**config.mk**
```make
export PLATFORM = sky130hd
export DESIGN_NAME = qaicc_top
export DESIGN_NICKNAME = d
export VERILOG_FILES = /design/src/core/qaicc_pkg.sv /design/src/core/qaicc_period_timer.sv /design/src/core/qaicc_top.sv
export SDC_FILE = /design/constraint.sdc
export NUM_CORES = 1
export LEC_CHECK = 0
export BUFFER_PORTS_ARGS = -buffer_cell sky130_fd_sc_hd__buf_2
export CORE_MARGIN = 4
export CORE_UTILIZATION = 55
export CTS_CLUSTER_SIZE = 10
export DETAILED_ROUTE_END_ITERATION = 12
export GPL_TIMING_DRIVEN = 0
export PLACE_DENSITY = 0.74
export SETUP_SLACK_MARGIN = 0.5
export SYNTH_ARGS = -nofsm -noshare
export SYNTH_HDL_FRONTEND = slang
export SYNTH_SLANG_ARGS = --single-unit
```
**constraint.sdc**
```tcl
create_clock -name clock -period 5.8 [get_ports clock]
set_clock_uncertainty 0.05 [all_clocks]
set_input_delay 0.29 -clock clock [delete_from_list [all_inputs] [get_ports clock]]
set_output_delay 0.29 -clock clock [all_outputs]
set_load 0.01 [all_outputs]
```
**src/core/qaicc_pkg.sv**
```systemverilog
// shared constants and types of the quad analog input conversion control
package qaicc_pkg;

    localparam int unsigned CLK_MHZ = 100;
    localparam int unsigned PERIOD_BASE_US = 20;
    localparam int unsigned PERIOD_STEP_US = 5;
    localparam logic [15:0] PERIOD_BASE_CYC = 16'(PERIOD_BASE_US * CLK_MHZ);
    localparam logic [15:0] PERIOD_STEP_CYC = 16'(PERIOD_STEP_US * CLK_MHZ);

    localparam logic [15:0] IO_AREA_BASE = 16'h07D0;
    localparam logic [15:0] IO_UNIT_STRIDE = 16'h000A;
    localparam logic [15:0] SET_AREA_BASE = 16'h4E20;
    localparam logic [15:0] SET_UNIT_STRIDE = 16'h0064;

    localparam logic [15:0] OFS_RESULT1 = 16'h0001;
    localparam logic [15:0] OFS_RESULT4 = 16'h0004;
    localparam logic [15:0] OFS_STATUS = 16'h0009;

    localparam logic [15:0] SET_OFS_COUNT = 16'h0000;
    localparam logic [15:0] SET_OFS_MODE = 16'h0001;
    localparam logic [15:0] SET_OFS_RANGE1 = 16'h0002;
    localparam logic [15:0] SET_OFS_RANGE_STEP = 16'h0004;
    localparam logic [2:0] LOAD_LAST = 3'h5;

    localparam int unsigned ST_BIT_RANGE_ERR = 9;
    localparam int unsigned ST_BIT_MODE_ERR = 12;
    localparam int unsigned ST_BIT_DIRECT = 13;

    localparam logic [15:0] COUNT_MIN = 16'h0001;
    localparam logic [15:0] COUNT_MAX = 16'h0004;
    localparam logic [7:0] MODE_CYCLIC = 8'h00;
    localparam logic [7:0] MODE_DIRECT = 8'h01;

    typedef enum logic [2:0] {
        RANGE_BIP10 = 3'h0,
        RANGE_UNI10 = 3'h1,
        RANGE_MA4_20 = 3'h2,
        RANGE_BIP5 = 3'h3,
        RANGE_V1_5 = 3'h4
    } qaicc_range_t;
    localparam logic [15:0] RANGE_MAX = 16'h0004;

    typedef enum logic [2:0] {
        S_LOAD = 3'b001,
        S_IDLE = 3'b010,
        S_WAIT = 3'b100
    } qaicc_fsm_t;

    typedef struct packed {
        logic restart;
        logic program_mode;
        logic refresh;
        logic direct_convert_command;
    } qaicc_host_t;

    typedef struct packed {
        logic start;
        logic [1:0] channel;
        logic [2:0] range;
    } qaicc_adc_req_t;

    typedef struct packed {
        logic [15:0] count;
    } qaicc_timer_t;

    typedef struct packed {
        qaicc_fsm_t state;
        logic [2:0] load_idx;
        logic [2:0] ch_count;
        logic [3:0][2:0] ranges;
        logic mode_direct;
        logic err_mode;
        logic err_range;
        logic [1:0] chan;
        logic direct_run;
        logic cmd_pending;
        logic [3:0][15:0] samples;
        logic [3:0] svalid;
        logic [3:0][15:0] result;
        logic [15:0] rd_data;
        logic adc_start;
        logic timer_restart;
    } qaicc_core_t;

endpackage

```
**src/core/qaicc_period_timer.sv**
```systemverilog
// conversion period timer: one-cycle tick every period cycles
`timescale 1ns/100ps
`default_nettype none
module qaicc_period_timer
    import qaicc_pkg::*;
#(
    parameter int unsigned W = 16
)
(
    input wire logic clock,
    input wire logic sys_rst,
    input wire logic restart,
    input wire logic [W-1:0] period,
    output logic tick
);
    qaicc_timer_t r;
    qaicc_timer_t next_r;

    always_comb
    begin
        next_r = r;
        if (restart || r.count >= 16'(period - W'(1)))
        begin
            next_r.count = 16'h0000;
        end
        else
        begin
            next_r.count = r.count + 16'h0001;
        end
    end

    always_ff @(posedge clock or posedge sys_rst)
    begin
        if (sys_rst)
        begin
            r <= '0;
        end
        else
        begin
            r <= next_r;
        end
    end

    assign tick = !restart && (r.count >= 16'(period - W'(1)));

    // [RULE2] tick spacing matches the period
    logic [W-1:0] gap;
    logic gap_seen;
    always_ff @(posedge clock or posedge sys_rst)
    begin
        if (sys_rst)
        begin
            gap <= '0;
            gap_seen <= 1'b0;
        end
        else if (tick || restart)
        begin
            gap <= '0;
            gap_seen <= tick;
        end
        else
        begin
            gap <= gap + W'(1);
        end
    end

    AST_PERIOD: assert property (@(posedge clock) // [RULE2]
        disable iff (sys_rst) (tick && gap_seen && $stable(period)) |->
            gap == W'(period - W'(1)))
        else $error("conversion period does not match channel count");
endmodule
`default_nettype wire

```
**src/core/qaicc_top.sv**
```systemverilog
// quad analog input conversion control: settings load, sweeps, io words
//
// Notes on behaviour
// [RULE1] only channels up to the configured count are converted
// [RULE2] cyclic period is 20, 25, 30 or 35 us for 1 to 4 channels
// [RULE3] result words of channels beyond the count read as zero
// [RULE4] each channel picks one of five input ranges on its own
// [RULE5] range settings come from setting words m+2, m+6, m+10, m+14
// [RULE6] settings load only at power-up or restart; host restarts after edits
// [RULE7] results are 16-bit words at io words n+1 to n+4 in order
// [RULE8] io base n is 2000 plus ten times the unit number
// [RULE9] mode is bits 7:0 of setting word m+1, common to all channels
// [RULE10] cyclic: convert once per period, publish at host io refresh
// [RULE11] cyclic conversion is the default mode
// [RULE12] direct: results change only on a direct conversion command
// [RULE13] in program mode conversion runs cyclic even if direct configured
// [RULE14] status bit 13 shows direct mode in operation
// [RULE15] status bit 12 shows an invalid mode setting
// [RULE16] status bit 9 shows an invalid range or channel count
// [RULE17] setting fields decode exactly by the chosen encodings
// [RULE18] result stays zero until its first conversion after a load
`timescale 1ns/100ps
`default_nettype none
module qaicc_top
    import qaicc_pkg::*;
(
    input wire logic clock,
    input wire logic sys_rst,
    input wire logic [3:0] unit_number,
    input wire qaicc_host_t host,
    output logic [15:0] set_rd_addr,
    input wire logic [15:0] set_rd_data,
    input wire logic io_rd_en,
    input wire logic [15:0] io_addr,
    output logic [15:0] io_rd_data,
    output qaicc_adc_req_t adc_req,
    input wire logic adc_done,
    input wire logic [15:0] adc_data
);
    qaicc_core_t r;
    qaicc_core_t next_r;
    logic tick;
    logic cyclic_active;
    logic direct_active;
    logic [15:0] period_cycles;
    logic [15:0] n_base;
    logic [15:0] m_base;
    logic [15:0] io_rel;
    logic [15:0] status_word;

    // [RULE5] setting word offsets
    function automatic logic [15:0] load_offset(input logic [2:0] idx);
        if (idx == 3'h0)
            return SET_OFS_COUNT;
        else if (idx == 3'h1)
            return SET_OFS_MODE;
        else
            return 16'(SET_OFS_RANGE1 + SET_OFS_RANGE_STEP * (idx - 3'h2));
    endfunction

    // [RULE8] io word base
    assign n_base = 16'(IO_AREA_BASE + IO_UNIT_STRIDE * unit_number);
    assign m_base = 16'(SET_AREA_BASE + SET_UNIT_STRIDE * unit_number);
    assign io_rel = 16'(io_addr - n_base);
    assign set_rd_addr = 16'(m_base + load_offset(r.load_idx));

    // [RULE13] program mode forces cyclic
    assign cyclic_active = !r.mode_direct || host.program_mode;
    assign direct_active = r.mode_direct && !host.program_mode;

    // [RULE2] period grows by one step per channel
    assign period_cycles = (r.ch_count == 3'h0) ? PERIOD_BASE_CYC
        : 16'(PERIOD_BASE_CYC + PERIOD_STEP_CYC * (r.ch_count - 3'h1));

    always_comb
    begin
        status_word = 16'h0000;
        // [RULE14] direct mode flag
        status_word[ST_BIT_DIRECT] = direct_active;
        // [RULE15] mode setting error
        status_word[ST_BIT_MODE_ERR] = r.err_mode;
        // [RULE16] range or count error
        status_word[ST_BIT_RANGE_ERR] = r.err_range;
    end

    qaicc_period_timer #(
        .W(16)
    ) u_timer (
        .clock(clock),
        .sys_rst(sys_rst),
        .restart(r.timer_restart),
        .period(period_cycles),
        .tick(tick)
    );

    always_comb
    begin
        next_r = r;
        next_r.adc_start = 1'b0;
        next_r.timer_restart = 1'b0;
        if (host.direct_convert_command && r.state != S_IDLE)
            next_r.cmd_pending = 1'b1;
        // [RULE10] publish latest samples at io refresh
        if (cyclic_active && host.refresh && r.state != S_LOAD)
        begin
            for (int i = 0; i < 4; i++)
            begin
                // [RULE3] inactive channels read zero
                if (3'(i) < r.ch_count && r.svalid[i])
                    next_r.result[i] = r.samples[i];
                else
                    next_r.result[i] = 16'h0000;
            end
        end
        case (r.state)
            S_LOAD:
            begin
                // [RULE17] chosen encodings
                if (r.load_idx == 3'h0)
                begin
                    if (set_rd_data >= COUNT_MIN && set_rd_data <= COUNT_MAX)
                        next_r.ch_count = set_rd_data[2:0];
                    else
                    begin
                        next_r.ch_count = 3'h0;
                        next_r.err_range = 1'b1;
                    end
                end
                else if (r.load_idx == 3'h1)
                begin
                    // [RULE9] mode from low byte
                    // [RULE11] invalid mode falls back to cyclic
                    next_r.mode_direct = (set_rd_data[7:0] == MODE_DIRECT);
                    next_r.err_mode = (set_rd_data[7:0] != MODE_DIRECT)
                        && (set_rd_data[7:0] != MODE_CYCLIC);
                end
                else
                begin
                    // [RULE4] per-channel range
                    if (set_rd_data <= RANGE_MAX)
                        next_r.ranges[r.load_idx - 3'h2] = set_rd_data[2:0];
                    else
                    begin
                        next_r.ranges[r.load_idx - 3'h2] = RANGE_BIP10;
                        next_r.err_range = 1'b1;
                    end
                end
                if (r.load_idx == LOAD_LAST)
                begin
                    next_r.state = S_IDLE;
                    next_r.timer_restart = 1'b1;
                end
                else
                    next_r.load_idx = r.load_idx + 3'h1;
            end
            S_IDLE:
            begin
                // [RULE12] direct sweep only on command
                if (direct_active && r.ch_count != 3'h0
                    && (host.direct_convert_command || r.cmd_pending))
                begin
                    next_r.state = S_WAIT;
                    next_r.chan = 2'h0;
                    next_r.adc_start = 1'b1;
                    next_r.direct_run = 1'b1;
                    next_r.cmd_pending = 1'b0;
                end
                else if (cyclic_active && tick && r.ch_count != 3'h0)
                begin
                    next_r.state = S_WAIT;
                    next_r.chan = 2'h0;
                    next_r.adc_start = 1'b1;
                    next_r.direct_run = 1'b0;
                end
                else if (!direct_active)
                    next_r.cmd_pending = 1'b0;
            end
            S_WAIT:
            begin
                if (adc_done)
                begin
                    next_r.samples[r.chan] = adc_data;
                    next_r.svalid[r.chan] = 1'b1;
                    if (r.direct_run)
                        next_r.result[r.chan] = adc_data;
                    // [RULE1] stop after last active channel
                    if (3'(r.chan) + 3'h1 >= r.ch_count)
                        next_r.state = S_IDLE;
                    else
                    begin
                        next_r.chan = r.chan + 2'h1;
                        next_r.adc_start = 1'b1;
                    end
                end
            end
            default:
                next_r.state = S_LOAD;
        endcase
        // [RULE6] restart reloads settings
        if (host.restart)
        begin
            next_r.state = S_LOAD;
            next_r.load_idx = 3'h0;
            next_r.err_mode = 1'b0;
            next_r.err_range = 1'b0;
            next_r.cmd_pending = 1'b0;
            // [RULE18] results zero until reconverted
            next_r.svalid = 4'h0;
            next_r.result = '0;
            next_r.adc_start = 1'b0;
        end
        // [RULE7] io word read
        next_r.rd_data = 16'h0000;
        if (io_rd_en)
        begin
            if (io_rel >= OFS_RESULT1 && io_rel <= OFS_RESULT4)
                next_r.rd_data = r.result[2'(io_rel - OFS_RESULT1)];
            else if (io_rel == OFS_STATUS)
                next_r.rd_data = status_word;
        end
    end

    always_ff @(posedge clock or posedge sys_rst)
    begin
        if (sys_rst)
        begin
            r <= '0;
            r.state <= S_LOAD;
        end
        else
        begin
            r <= next_r;
        end
    end

    assign io_rd_data = r.rd_data;
    assign adc_req.start = r.adc_start;
    assign adc_req.channel = r.chan;
    assign adc_req.range = r.ranges[r.chan];

    // checks
    AST_SKIP_INACTIVE: assert property (@(posedge clock) // [RULE1]
        disable iff (sys_rst) r.adc_start |-> 3'(r.chan) < r.ch_count)
        else $error("conversion started on an inactive channel");
    AST_ZERO_INACTIVE: assert property (@(posedge clock) // [RULE3]
        disable iff (sys_rst)
        (r.ch_count < 3'h4 && r.state == S_IDLE && !r.mode_direct)
            |-> r.result[3] == 16'h0000)
        else $error("inactive channel result not zero");
    AST_RANGE_OUT: assert property (@(posedge clock) // [RULE4]
        disable iff (sys_rst) adc_req.start |-> adc_req.range <= RANGE_MAX)
        else $error("converter given an undefined range code");
    AST_LOAD_ONLY: assert property (@(posedge clock) // [RULE6]
        disable iff (sys_rst)
        (r.state != S_LOAD && !host.restart) |=> $stable(r.ranges)
            && $stable(r.mode_direct) && $stable(r.ch_count))
        else $error("settings changed outside a load");
    AST_READ_RESULT: assert property (@(posedge clock) // [RULE7]
        disable iff (sys_rst) (io_rd_en && io_rel == OFS_RESULT1) |=>
            io_rd_data == $past(r.result[0]))
        else $error("io word n+1 does not return channel 1 result");
    AST_REFRESH: assert property (@(posedge clock) // [RULE10]
        disable iff (sys_rst)
        (cyclic_active && host.refresh && r.state == S_IDLE && !host.restart
            && r.svalid[0] && r.ch_count != 3'h0) |=>
            r.result[0] == $past(r.samples[0]))
        else $error("refresh did not publish channel 1 sample");
    AST_DIRECT_HOLD: assert property (@(posedge clock) // [RULE12]
        disable iff (sys_rst)
        (direct_active && !host.refresh && !host.restart && !adc_done)
            |=> $stable(r.result))
        else $error("direct mode results changed without a conversion");
    AST_STATUS_DIRECT: assert property (@(posedge clock) // [RULE14]
        disable iff (sys_rst) (io_rd_en && io_rel == OFS_STATUS) |=>
            io_rd_data[ST_BIT_DIRECT] == $past(direct_active))
        else $error("direct mode status bit wrong");
    AST_STATUS_MODE_ERR: assert property (@(posedge clock) // [RULE15]
        disable iff (sys_rst)
        (r.state == S_LOAD && r.load_idx == 3'h1 && !host.restart
            && set_rd_data[7:0] > MODE_DIRECT) |=> r.err_mode)
        else $error("invalid mode not flagged");
    AST_FRESH_ZERO: assert property (@(posedge clock) // [RULE18]
        disable iff (sys_rst)
        host.restart |=> r.result == '0 && r.svalid == 4'h0)
        else $error("results not cleared by a settings load");

    COV_CYCLIC_SWEEP: cover property (@(posedge clock) disable iff (sys_rst)
        tick && r.state == S_IDLE && r.ch_count == 3'h4);
    COV_DIRECT_CMD: cover property (@(posedge clock) disable iff (sys_rst)
        direct_active && host.direct_convert_command && r.state == S_IDLE);
    COV_PROGRAM_MODE: cover property (@(posedge clock) disable iff (sys_rst)
        r.mode_direct && host.program_mode && tick);
    COV_RESTART: cover property (@(posedge clock) disable iff (sys_rst)
        host.restart && r.state == S_WAIT);
endmodule
`default_nettype wire

```
==> impl_metrics.tcl, run 1 <==
set metrics [dict create \
    fill_cells 1659 \
    layout_min_cycle_time_ps 6010 \
    grt_pass1_vias 10100 \
    status "complete, but fails checks" \
    crit_type "reg2reg" \
    drv_slew 0 \
    die_area_mm2 0.0250 \
    cts_root_buffer "clkbuf_16" \
    synth.avg_cell_area_um2 10.0 \
    antenna_found_initial 2 \
    cts_tree "yes" \
    stdcell_count 1679 \
    grt_pass1_wl_mm 51.9 \
    row_count 54 \
    grt_start_max_net_pins 40 \
    violations "setup timing" \
    crit_required_ps 6090 \
    worst-endpoint-arrival_ps 6300 \
    multi_input_area_mm2 0.00716 \
    relSlewSlack 0.122 \
    die_height_um 158 \
    peakVddDrop_mv 0.233 \
    coreArea_mm2 0.0220 \
    dr.pass1.iters 6 \
    drc_errors 0 \
    fmax_mhz 166 \
    io_pins 98 \
    yosysTopAreaCellShare 0.390 \
    netlist_area_mm2 0.0124 \
    routed_via_density 6.09 \
    yosysSeqAreaShare 0.392 \
    start_util 0.564 \
    ys_ff_latch 194 \
    postRouteAntennaNets 0 \
    grt-ovfl-total 0 \
    hold_viol 0 \
    post-route-period-util 1.04 \
    synth_flop_cell "dfrtp_1" \
    maxCapViolations 0 \
    dr_total_vias 10200 \
    setup_tns_ps -3340 \
    drive_gt1_frac 0.255 \
    startpoint_type "register" \
    nNetsFinal 1566 \
    worst_setup_path_end_kind "register" \
    fin_total_pwr_w 0.00339 \
    fin_ws_ps -211 \
    die_w_um 158 \
    crit_path_max_fanout 6 \
    synth_edf_count 0 \
    place_inst 1613 \
    clkLatencyLatePin_ps 450 \
    synth_cells 1234 \
    min_path_type "in2reg" \
    rsz0062_at_grt "true" \
    cts_buffers 17 \
    dp_slack_ps -1000 \
    setup_viol 23 \
    htree_levels 4 \
    yosysWarnings 0 \
    yosysTopAreaCell "dfrtp_1" \
    hpwlAfterDp_mm 23.2 \
    cts.clk_slew.worst_paths_ps 80 \
    worstMarginPinSlew_ps 1310 \
    synth_cell_types 70 \
    p_leak_nw 7.01 \
    drt-initial-drc-count 811 \
    cts.sinks 194 \
    p_per_area_mw_per_mm2 232 \
    ys_async_sr_fraction 1.00 \
    wire_per_inst_um 19.5 \
    grt_usage 0.263 \
    gp_congestion 0.870 \
    wl_mm 32.8 \
    synthTopCellsByArea "dfrtp_1, ha_1, mux2_2" \
    seq_area_mm2 0.00486 \
    clk_path_buf_depth 2 \
    syn_to_final_growth_pct 17.8 \
    port_buffers 93 \
]
## through the flow
stage / util / instance area (um2) / hold slack [ps]
floorplan: - / 12500 / 387
global placement: 0.607 / 13300 / 432
detailed placement: 0.612 / 13400 / 428
CTS: 0.657 / 14400 / 81.6
global route: 0.664 / 14600 / 132
finish: 0.664 / 14600 / 82.9
## what timing repair did
item,in CTS,in global routing
pin swaps,22,16
buffers inserted,21,10
endpoints found under the setup margin,23,23
resized for setup,38,19
hold buffers,1,0
gates cloned,1,0
hold endpoints to repair,34,0
## cell type report
type / instances / share of cell area
Buffer: 79 / 0.0293
Inverter: 77 / 0.0208
Clock inverter: 15 / 0.0145
Tap cell: 280 / 0.0240
Antenna cell: 1 / 0.000172
Multi-Input combinational cell: 885 / 0.491
Timing Repair Buffer: 131 / 0.0578
Sequential cell: 194 / 0.333
Clock buffer: 17 / 0.0292
## layer usage
metal	vias up	track usage	routed length, um
met2	426	0.426	15500
li1	4719	-	-
met5	-	0	23
met3	69	0.0596	2620
met1	5012	0.356	14000
met4	4	0.0853	714
## cells by family after synthesis
| group | count (synthesis) | share of synthesized area |
|---|---|---|
| AO/OA/AOI/OAI | 194 | 0.121 |
| XOR/XNOR | 52 | 0.0368 |
| adder cells (fa/ha/maj) | 121 | 0.128 |
| buffers and inverters | 156 | 0.0548 |
| flip-flops | 194 | 0.392 |
| multiplexers | 105 | 0.112 |
| other | 2 | 0.000607 |
| AND/OR/NAND/NOR | 410 | 0.155 |
## where the power goes
group / total (W) / switching [W] / internal (W)
clock: 0.00125 / 0.000647 / 0.000607
combinational: 0.000707 / 0.000409 / 0.000298
sequential: 0.00142 / 0.0000414 / 0.00138
total: 0.00339 / 0.00110 / 0.00229
## critical path, stage by stage, from the launching register on
cell and delay, ps:
dfrtp_2 410, inv_6 60, ha_4 160, buf_6 120, a21boi_4 190, fa_1 480
ha_4 290, inv_2 30, fa_1 520, xnor2_1 130, ha_2 330, buf_12 140
a221oi_4 320, xnor2_2 130, buf_4 150, o32ai_1 270, and4bb_2 280, mux2i_1 130
ha_1 310, nand4_1 110, a211oi_2 190, a221oi_2 80, buf_4 150, or4_4 550
a2111oi_4 300
## final timing paths
kind	start	end	slack, ps	cells past startpoint
min reg2reg	r[104]	r[104]	460	1
max reg2reg	r[170]	r[150]	-210	24
min	set_rd_data[0]	r[156]	80	3
min in group asynchronous	sys_rst	r[124]	480	3
max	r[170]	r[150]	-210	24
max in group asynchronous	sys_rst	r[99]	3830	7
## state kept, by name (all words and copies together), names as in the netlist
signal      count
adc_req         3
io_rd_data     16
r             159
u_timer.r      16
## placed cells by master (no fill, tap or decap), types with 18 or more instances in the layout
cell	netlist	layout
clkbuf_16	0	18
nand3_1	89	89
a21oi_1	35	32
ha_1	112	106
nand2_1	103	102
inv_1	76	70
clkbuf_1	50	48
buf_4	22	51
nor2_1	119	104
dfrtp_1	193	190
buf_2	2	94
mux4_2	19	19
and3_1	23	22
mux2_2	80	80
a311oi_1	65	65
xnor2_1	34	31
## cells in the mapped netlist (3+ instances only)
master	number
dfrtp_1	193
nor2_1	119
ha_1	112
nand2_1	103
nand3_1	89
mux2_2	80
inv_1	76
a311oi_1	65
clkbuf_1	50
a21oi_1	35
xnor2_1	34
and3_1	23
buf_4	22
mux4_2	19
o21ai_0	18
xor2_1	18
nor2b_1	15
a21o_1	13
nand2b_1	13
nor3_1	11
fa_1	9
and2_1	7
nor4_1	7
o21bai_1	7
mux2i_1	6
o211ai_1	5
a31oi_1	4
buf_1	4
o21a_1	4
o31ai_1	4
o32ai_1	4
or3_1	4
a211oi_1	3
a22oi_1	3
nand4_1	3
o2111ai_1	3
o211a_1	3
or2_2	3
(Power assumes the default switching activity.)
==> run 2, diff against run 1 <==
ABC_AREA = 1   (was not set)
CORE_UTILIZATION = 56   (was 55)
PLACE_DENSITY = 0.75   (was 0.74)
==> impl_metrics.tcl, run 2 <==
set metrics [dict create \
    dr.pass1.iters 6 \
    yosysTopAreaCellShare 0.378 \
    place_inst 2076 \
    drt-initial-drc-count 1295 \
    io_pins 98 \
    clk_path_buf_depth 2 \
    p_per_area_mw_per_mm2 444 \
    ys_async_sr_fraction 1.00 \
    synth_flop_cell "dfrtp_1" \
    worst_setup_path_end_kind "register" \
    synth.avg_cell_area_um2 7.56 \
    rsz0062_at_grt "true" \
    gp_congestion 0.950 \
    ff2ff_setup_slack_ps 90 \
    die_w_um 159 \
    antenna_cells 0 \
    fill_cells 1888 \
    ys_top_cells_by_count "nand2_1, o21ai_0, inv_1" \
    yosysWarnings 0 \
    regMostFlops "r" \
    row_count 55 \
    start_util 0.567 \
    htree_levels 4 \
    wire_per_inst_um 16.9 \
    syn_to_final_growth_pct 17.9 \
    yosysSeqAreaShare 0.380 \
    drive_gt1_frac 0.154 \
    die_height_um 159 \
    coreArea_mm2 0.0226 \
    drc_errors 0 \
    crit_type "reg2reg" \
    crit_path_max_fanout 8 \
    postRouteAntennaNets 0 \
    grt_start_max_net_pins 42 \
    layout_min_cycle_time_ps 5710 \
    synth_top_family_by_area "simple AND/OR/NAND/NOR gates" \
    yosysTopAreaCell "dfrtp_1" \
    grt-ovfl-total 0 \
    synth_xor_area_frac 0.0199 \
    synth_simple_gate_area_frac 0.205 \
    synth_mux_area_frac 0 \
    placed_area_mm2 0.0139 \
    grt_pass1_wl_mm 59.0 \
    antenna_found_initial 0 \
    startpoint_type "register" \
    relSlewSlack 0.335 \
    worst-endpoint-arrival_ps 6010 \
    clkLatencyLatePin_ps 440 \
    post-route-util 0.668 \
    drv_slew 0 \
    hpwlAfterDp_mm 28.0 \
    dr_total_vias 12000 \
    fmax_mhz 175 \
    netlist_area_mm2 0.0128 \
    setup_viol 0 \
    grt_pass1_vias 11500 \
    largest_reg_flops 159 \
    post-route-period-util 0.984 \
    ys_ff_latch 194 \
    cts.clk_slew.worst_paths_ps 70 \
    slowest_stage "fa_1" \
    multi_input_area_mm2 0.00705 \
    port_buffers 94 \
    p_leak_nw 7.31 \
    cts.sinks 194 \
    synth_edf_count 0 \
    whs_ps 82.7 \
    cts_root_buffer "clkbuf_16" \
    final_area_mm2 0.0151 \
    peakVddDrop_mv 0.349 \
    routed_via_density 5.59 \
    cts_tree "yes" \
    synth_compound_area_frac 0.172 \
    yosysMostFrequentCell "nand2_1" \
    stdcell_count 2139 \
    hold_viol 0 \
    synth_cells 1691 \
    crit_required_ps 6110 \
    final_cell_mix "nand2_1, o21ai_0, inv_1" \
    nNetsFinal 2022 \
    grt_usage 0.284 \
    final_common_cell "nand2_1" \
    max_stage_delay_ps 540 \
    cts_buffers 17 \
    synthTopCellsByArea "dfrtp_1, ha_1, o21ai_0" \
    synth_cell_types 44 \
    worstMarginPinSlew_ps 987 \
    maxCapViolations 0 \
    die_area_mm2 0.0253 \
    wl_mm 36.2 \
    status "complete, no violations" \
    seq_area_mm2 0.00486 \
    synth_adder_area_share 0.124 \
    min_path_type "in2reg" \
]
-- run 2: cell count changes after synthesis, moves of 15 or more --
cell	change
and3_1	-23
a21oi_1	+95
nand2_1	+239
o21ai_0	+240
a311oi_1	-65
inv_1	+140
nor2b_1	-15
mux2_2	-80
mux4_2	-19
nor2_1	-18
xnor2_1	-20
-- run 2: layout make-up --
| type | count | area share |
|---|---|---|
| plain buffers | 93 | 0.0370 |
| clock buffers | 18 | 0.0291 |
| clock inverters | 14 | 0.00946 |
| inverters | 219 | 0.0563 |
| multi-input cells | 1186 | 0.468 |
| flip-flops and latches | 194 | 0.322 |
| well taps | 285 | 0.0237 |
| repair buffers | 130 | 0.0541 |
-- run 2: routing by layer --
metal  vias to the layer above  track usage  part of all wire
met5                         -            0                 0
met4                         0       0.0686             0.023
met3                        67       0.0557             0.077
met2                       490        0.482              0.48
met1                      5558        0.380              0.42
li1                       5839            -                 -
-- run 2: worst paths after layout --
path,start,cells after the start,endpoint
max,r[171],31,u_timer.r[7]
min,set_rd_data[0],2,r[156]
max reg2reg,r[171],31,u_timer.r[7]
min reg2reg,u_timer.r[0],1,u_timer.r[0]
max in group asynchronous,sys_rst,7,io_rd_data[15]
min in group asynchronous,sys_rst,3,r[164]
-- run 2: cells by family after synthesis --
logic type	count (synthesis)
compound gates	418
other cells	2
buf+inv	312
xor+xnor	29
fa+ha+maj	121
flops	194
simple gates	615
-- run 2: report_power, final --
part	switching [W]	total (W)	internal, W
sequential	0.000154	0.00171	0.00155
combinational	0.00229	0.00383	0.00154
clock	0.000575	0.00116	0.000585
total	0.00302	0.00670	0.00368
-- run 2: critical path, delay by kind of cell, from the launching register on --
| kind | cells | cell delay [ps] |
|---|---|---|
| flops | 1 | 460 |
| buf+inv | 5 | 650 |
| xor+xnor | 3 | 540 |
| compound gates | 5 | 530 |
| fa+ha+maj | 5 | 1990 |
| simple gates | 13 | 1390 |
-- run 2: timing repair --
item / CTS / global route
resized for setup: 52 / 31
hold buffers: 1 / 0
setup endpoints to repair: 23 / 23
setup buffers: 28 / 1
pin swaps: 26 / 23
cloned: 1 / 0
hold endpoints to repair: 47 / 0
-- run 2: per-stage QoR --
stage                     power (W)  TNS, ps  worst slack, ps
final                       0.00670        0             94.5
after global routing        0.00729    -4250             -235
after CTS                   0.00654        0              182
after detailed placement    0.00506    -6990             -438
after global placement      0.00493    -4750             -333
after floorplan             0.00426        0              491
==> run 3, diff against run 2 <==
REMOVE_ABC_BUFFERS = 1   (was not set)
==> impl_metrics.tcl, run 3 (synthesis gave the netlist of run 2 again) <==
set metrics [dict create \
    regMostFlops "r" \
    grt_start_max_net_pins 102 \
    htree_levels 4 \
    hold_viol 0 \
    final_common_cell "nand2_1" \
    cts.sinks 194 \
    cts.clk_slew.worst_paths_ps 70 \
    io_pins 98 \
    setup_viol 0 \
    crit_path_max_fanout 8 \
    worst-endpoint-arrival_ps 6090 \
    postRouteAntennaNets 0 \
    p_leak_nw 7.01 \
    peakVddDrop_mv 0.348 \
    cts_tree "yes" \
    drt-initial-drc-count 998 \
    whs_ps 48.1 \
    path_buf_inv 7 \
    gp_congestion 0.854 \
    status "complete, no violations" \
    dr.pass1.iters 5 \
    multi_input_area_mm2 0.00708 \
    start_util 0.567 \
    layout_min_cycle_time_ps 5770 \
    clkLatencyLatePin_ps 450 \
    die_area_mm2 0.0253 \
    worstMarginPinSlew_ps 1380 \
    rsz0062_at_grt "true" \
    coreArea_mm2 0.0226 \
    fin_total_pwr_w 0.00677 \
    drv_slew 0 \
    p_per_area_mw_per_mm2 467 \
    routed_via_density 5.65 \
    slowest_stage "fa_1" \
    setup_tns_ps 0 \
    crit_type "reg2reg" \
    grt_pass1_wl_mm 54.7 \
    antenna_found_initial 1 \
    hpwlAfterDp_mm 20.8 \
    antenna_cells 0 \
    worst_setup_path_end_kind "register" \
    wl_mm 33.1 \
    startpoint_type "register" \
    fmax_mhz 173 \
    cts_root_buffer "clkbuf_16" \
    drc_errors 0 \
    relSlewSlack 0.0763 \
    drive_gt1_frac 0.148 \
    grt_usage 0.259 \
    grt-ovfl-total 0 \
    grt_pass1_vias 11000 \
    fill_cells 1930 \
    crit_required_ps 6120 \
    maxCapViolations 0 \
    min_path_type "in2reg" \
    largest_reg_flops 159 \
    nNetsFinal 1917 \
    wire_per_inst_um 16.3 \
    dr_total_vias 11500 \
    cp_top_family "adder cells" \
    die_height_um 159 \
    syn_to_final_growth_pct 13.3 \
    port_buffers 94 \
    max_stage_delay_ps 550 \
    seq_area_mm2 0.00486 \
    die_w_um 159 \
    row_count 55 \
    cpMostUsedCell "nand2_2" \
    clk_path_buf_depth 2 \
    final_cell_mix "nand2_1, o21ai_0, inv_1" \
    post-route-period-util 0.995 \
    cts_buffers 17 \
]
-- run 3: cell type report --
cell class | instances | area share
timing repair buffer | 117 | 0.0501
tap | 285 | 0.0246
multi-input combinational | 1187 | 0.489
inverter | 219 | 0.0583
clock buffer | 18 | 0.0296
clock inverter | 14 | 0.0131
sequential | 194 | 0.336
-- run 3: per-stage QoR --
step           instances  cell area, um2  utilization  setup WS [ps]
6_report            2034           14500        0.642           26.8
3_5_place_dp        1983           13300        0.589          -1410
2_1_floorplan       1599           12400            -          -12.1
5_1_grt             2034           14500        0.642           -176
4_1_cts             2029           14200        0.631            264
3_3_place_gp        1978           13200        0.584          -2070
-- run 3: what timing repair did --
item,CTS,global route
setup endpoints to repair,23,23
gates resized for setup,59,47
pin swaps,36,37
hold buffers,1,0
gates cloned,1,0
setup buffers,12,5
endpoints found under the hold margin,93,0
-- run 3: power by group --
group,internal (W),switching (W),total [W]
clock,0.000626,0.000607,0.00123
sequential,0.00155,0.000125,0.00168
combinational,0.00154,0.00232,0.00386
total,0.00372,0.00305,0.00677
-- run 3: path summary, 6_finish.rpt --
kind / from / to / slack, ps / depth (start not counted)
setup / recovery: r[171] / u_timer.r[7] / 30 / 31
hold / removal: set_rd_data[0] / r[156] / 50 / 2
setup reg to reg: r[171] / u_timer.r[7] / 30 / 31
hold reg to reg: u_timer.r[0] / u_timer.r[0] / 430 / 1
max in group asynchronous: sys_rst / r[171] / 4250 / 4
min in group asynchronous: sys_rst / r[96] / 450 / 3
-- run 3: per-layer routing --
layer | vias up | part of all wire | GRT usage
met5 | - | 0.00036 | 0
met4 | 2 | 0.019 | 0.0718
met3 | 59 | 0.066 | 0.0404
met2 | 397 | 0.47 | 0.427
met1 | 5410 | 0.44 | 0.358
li1 | 5620 | - | -
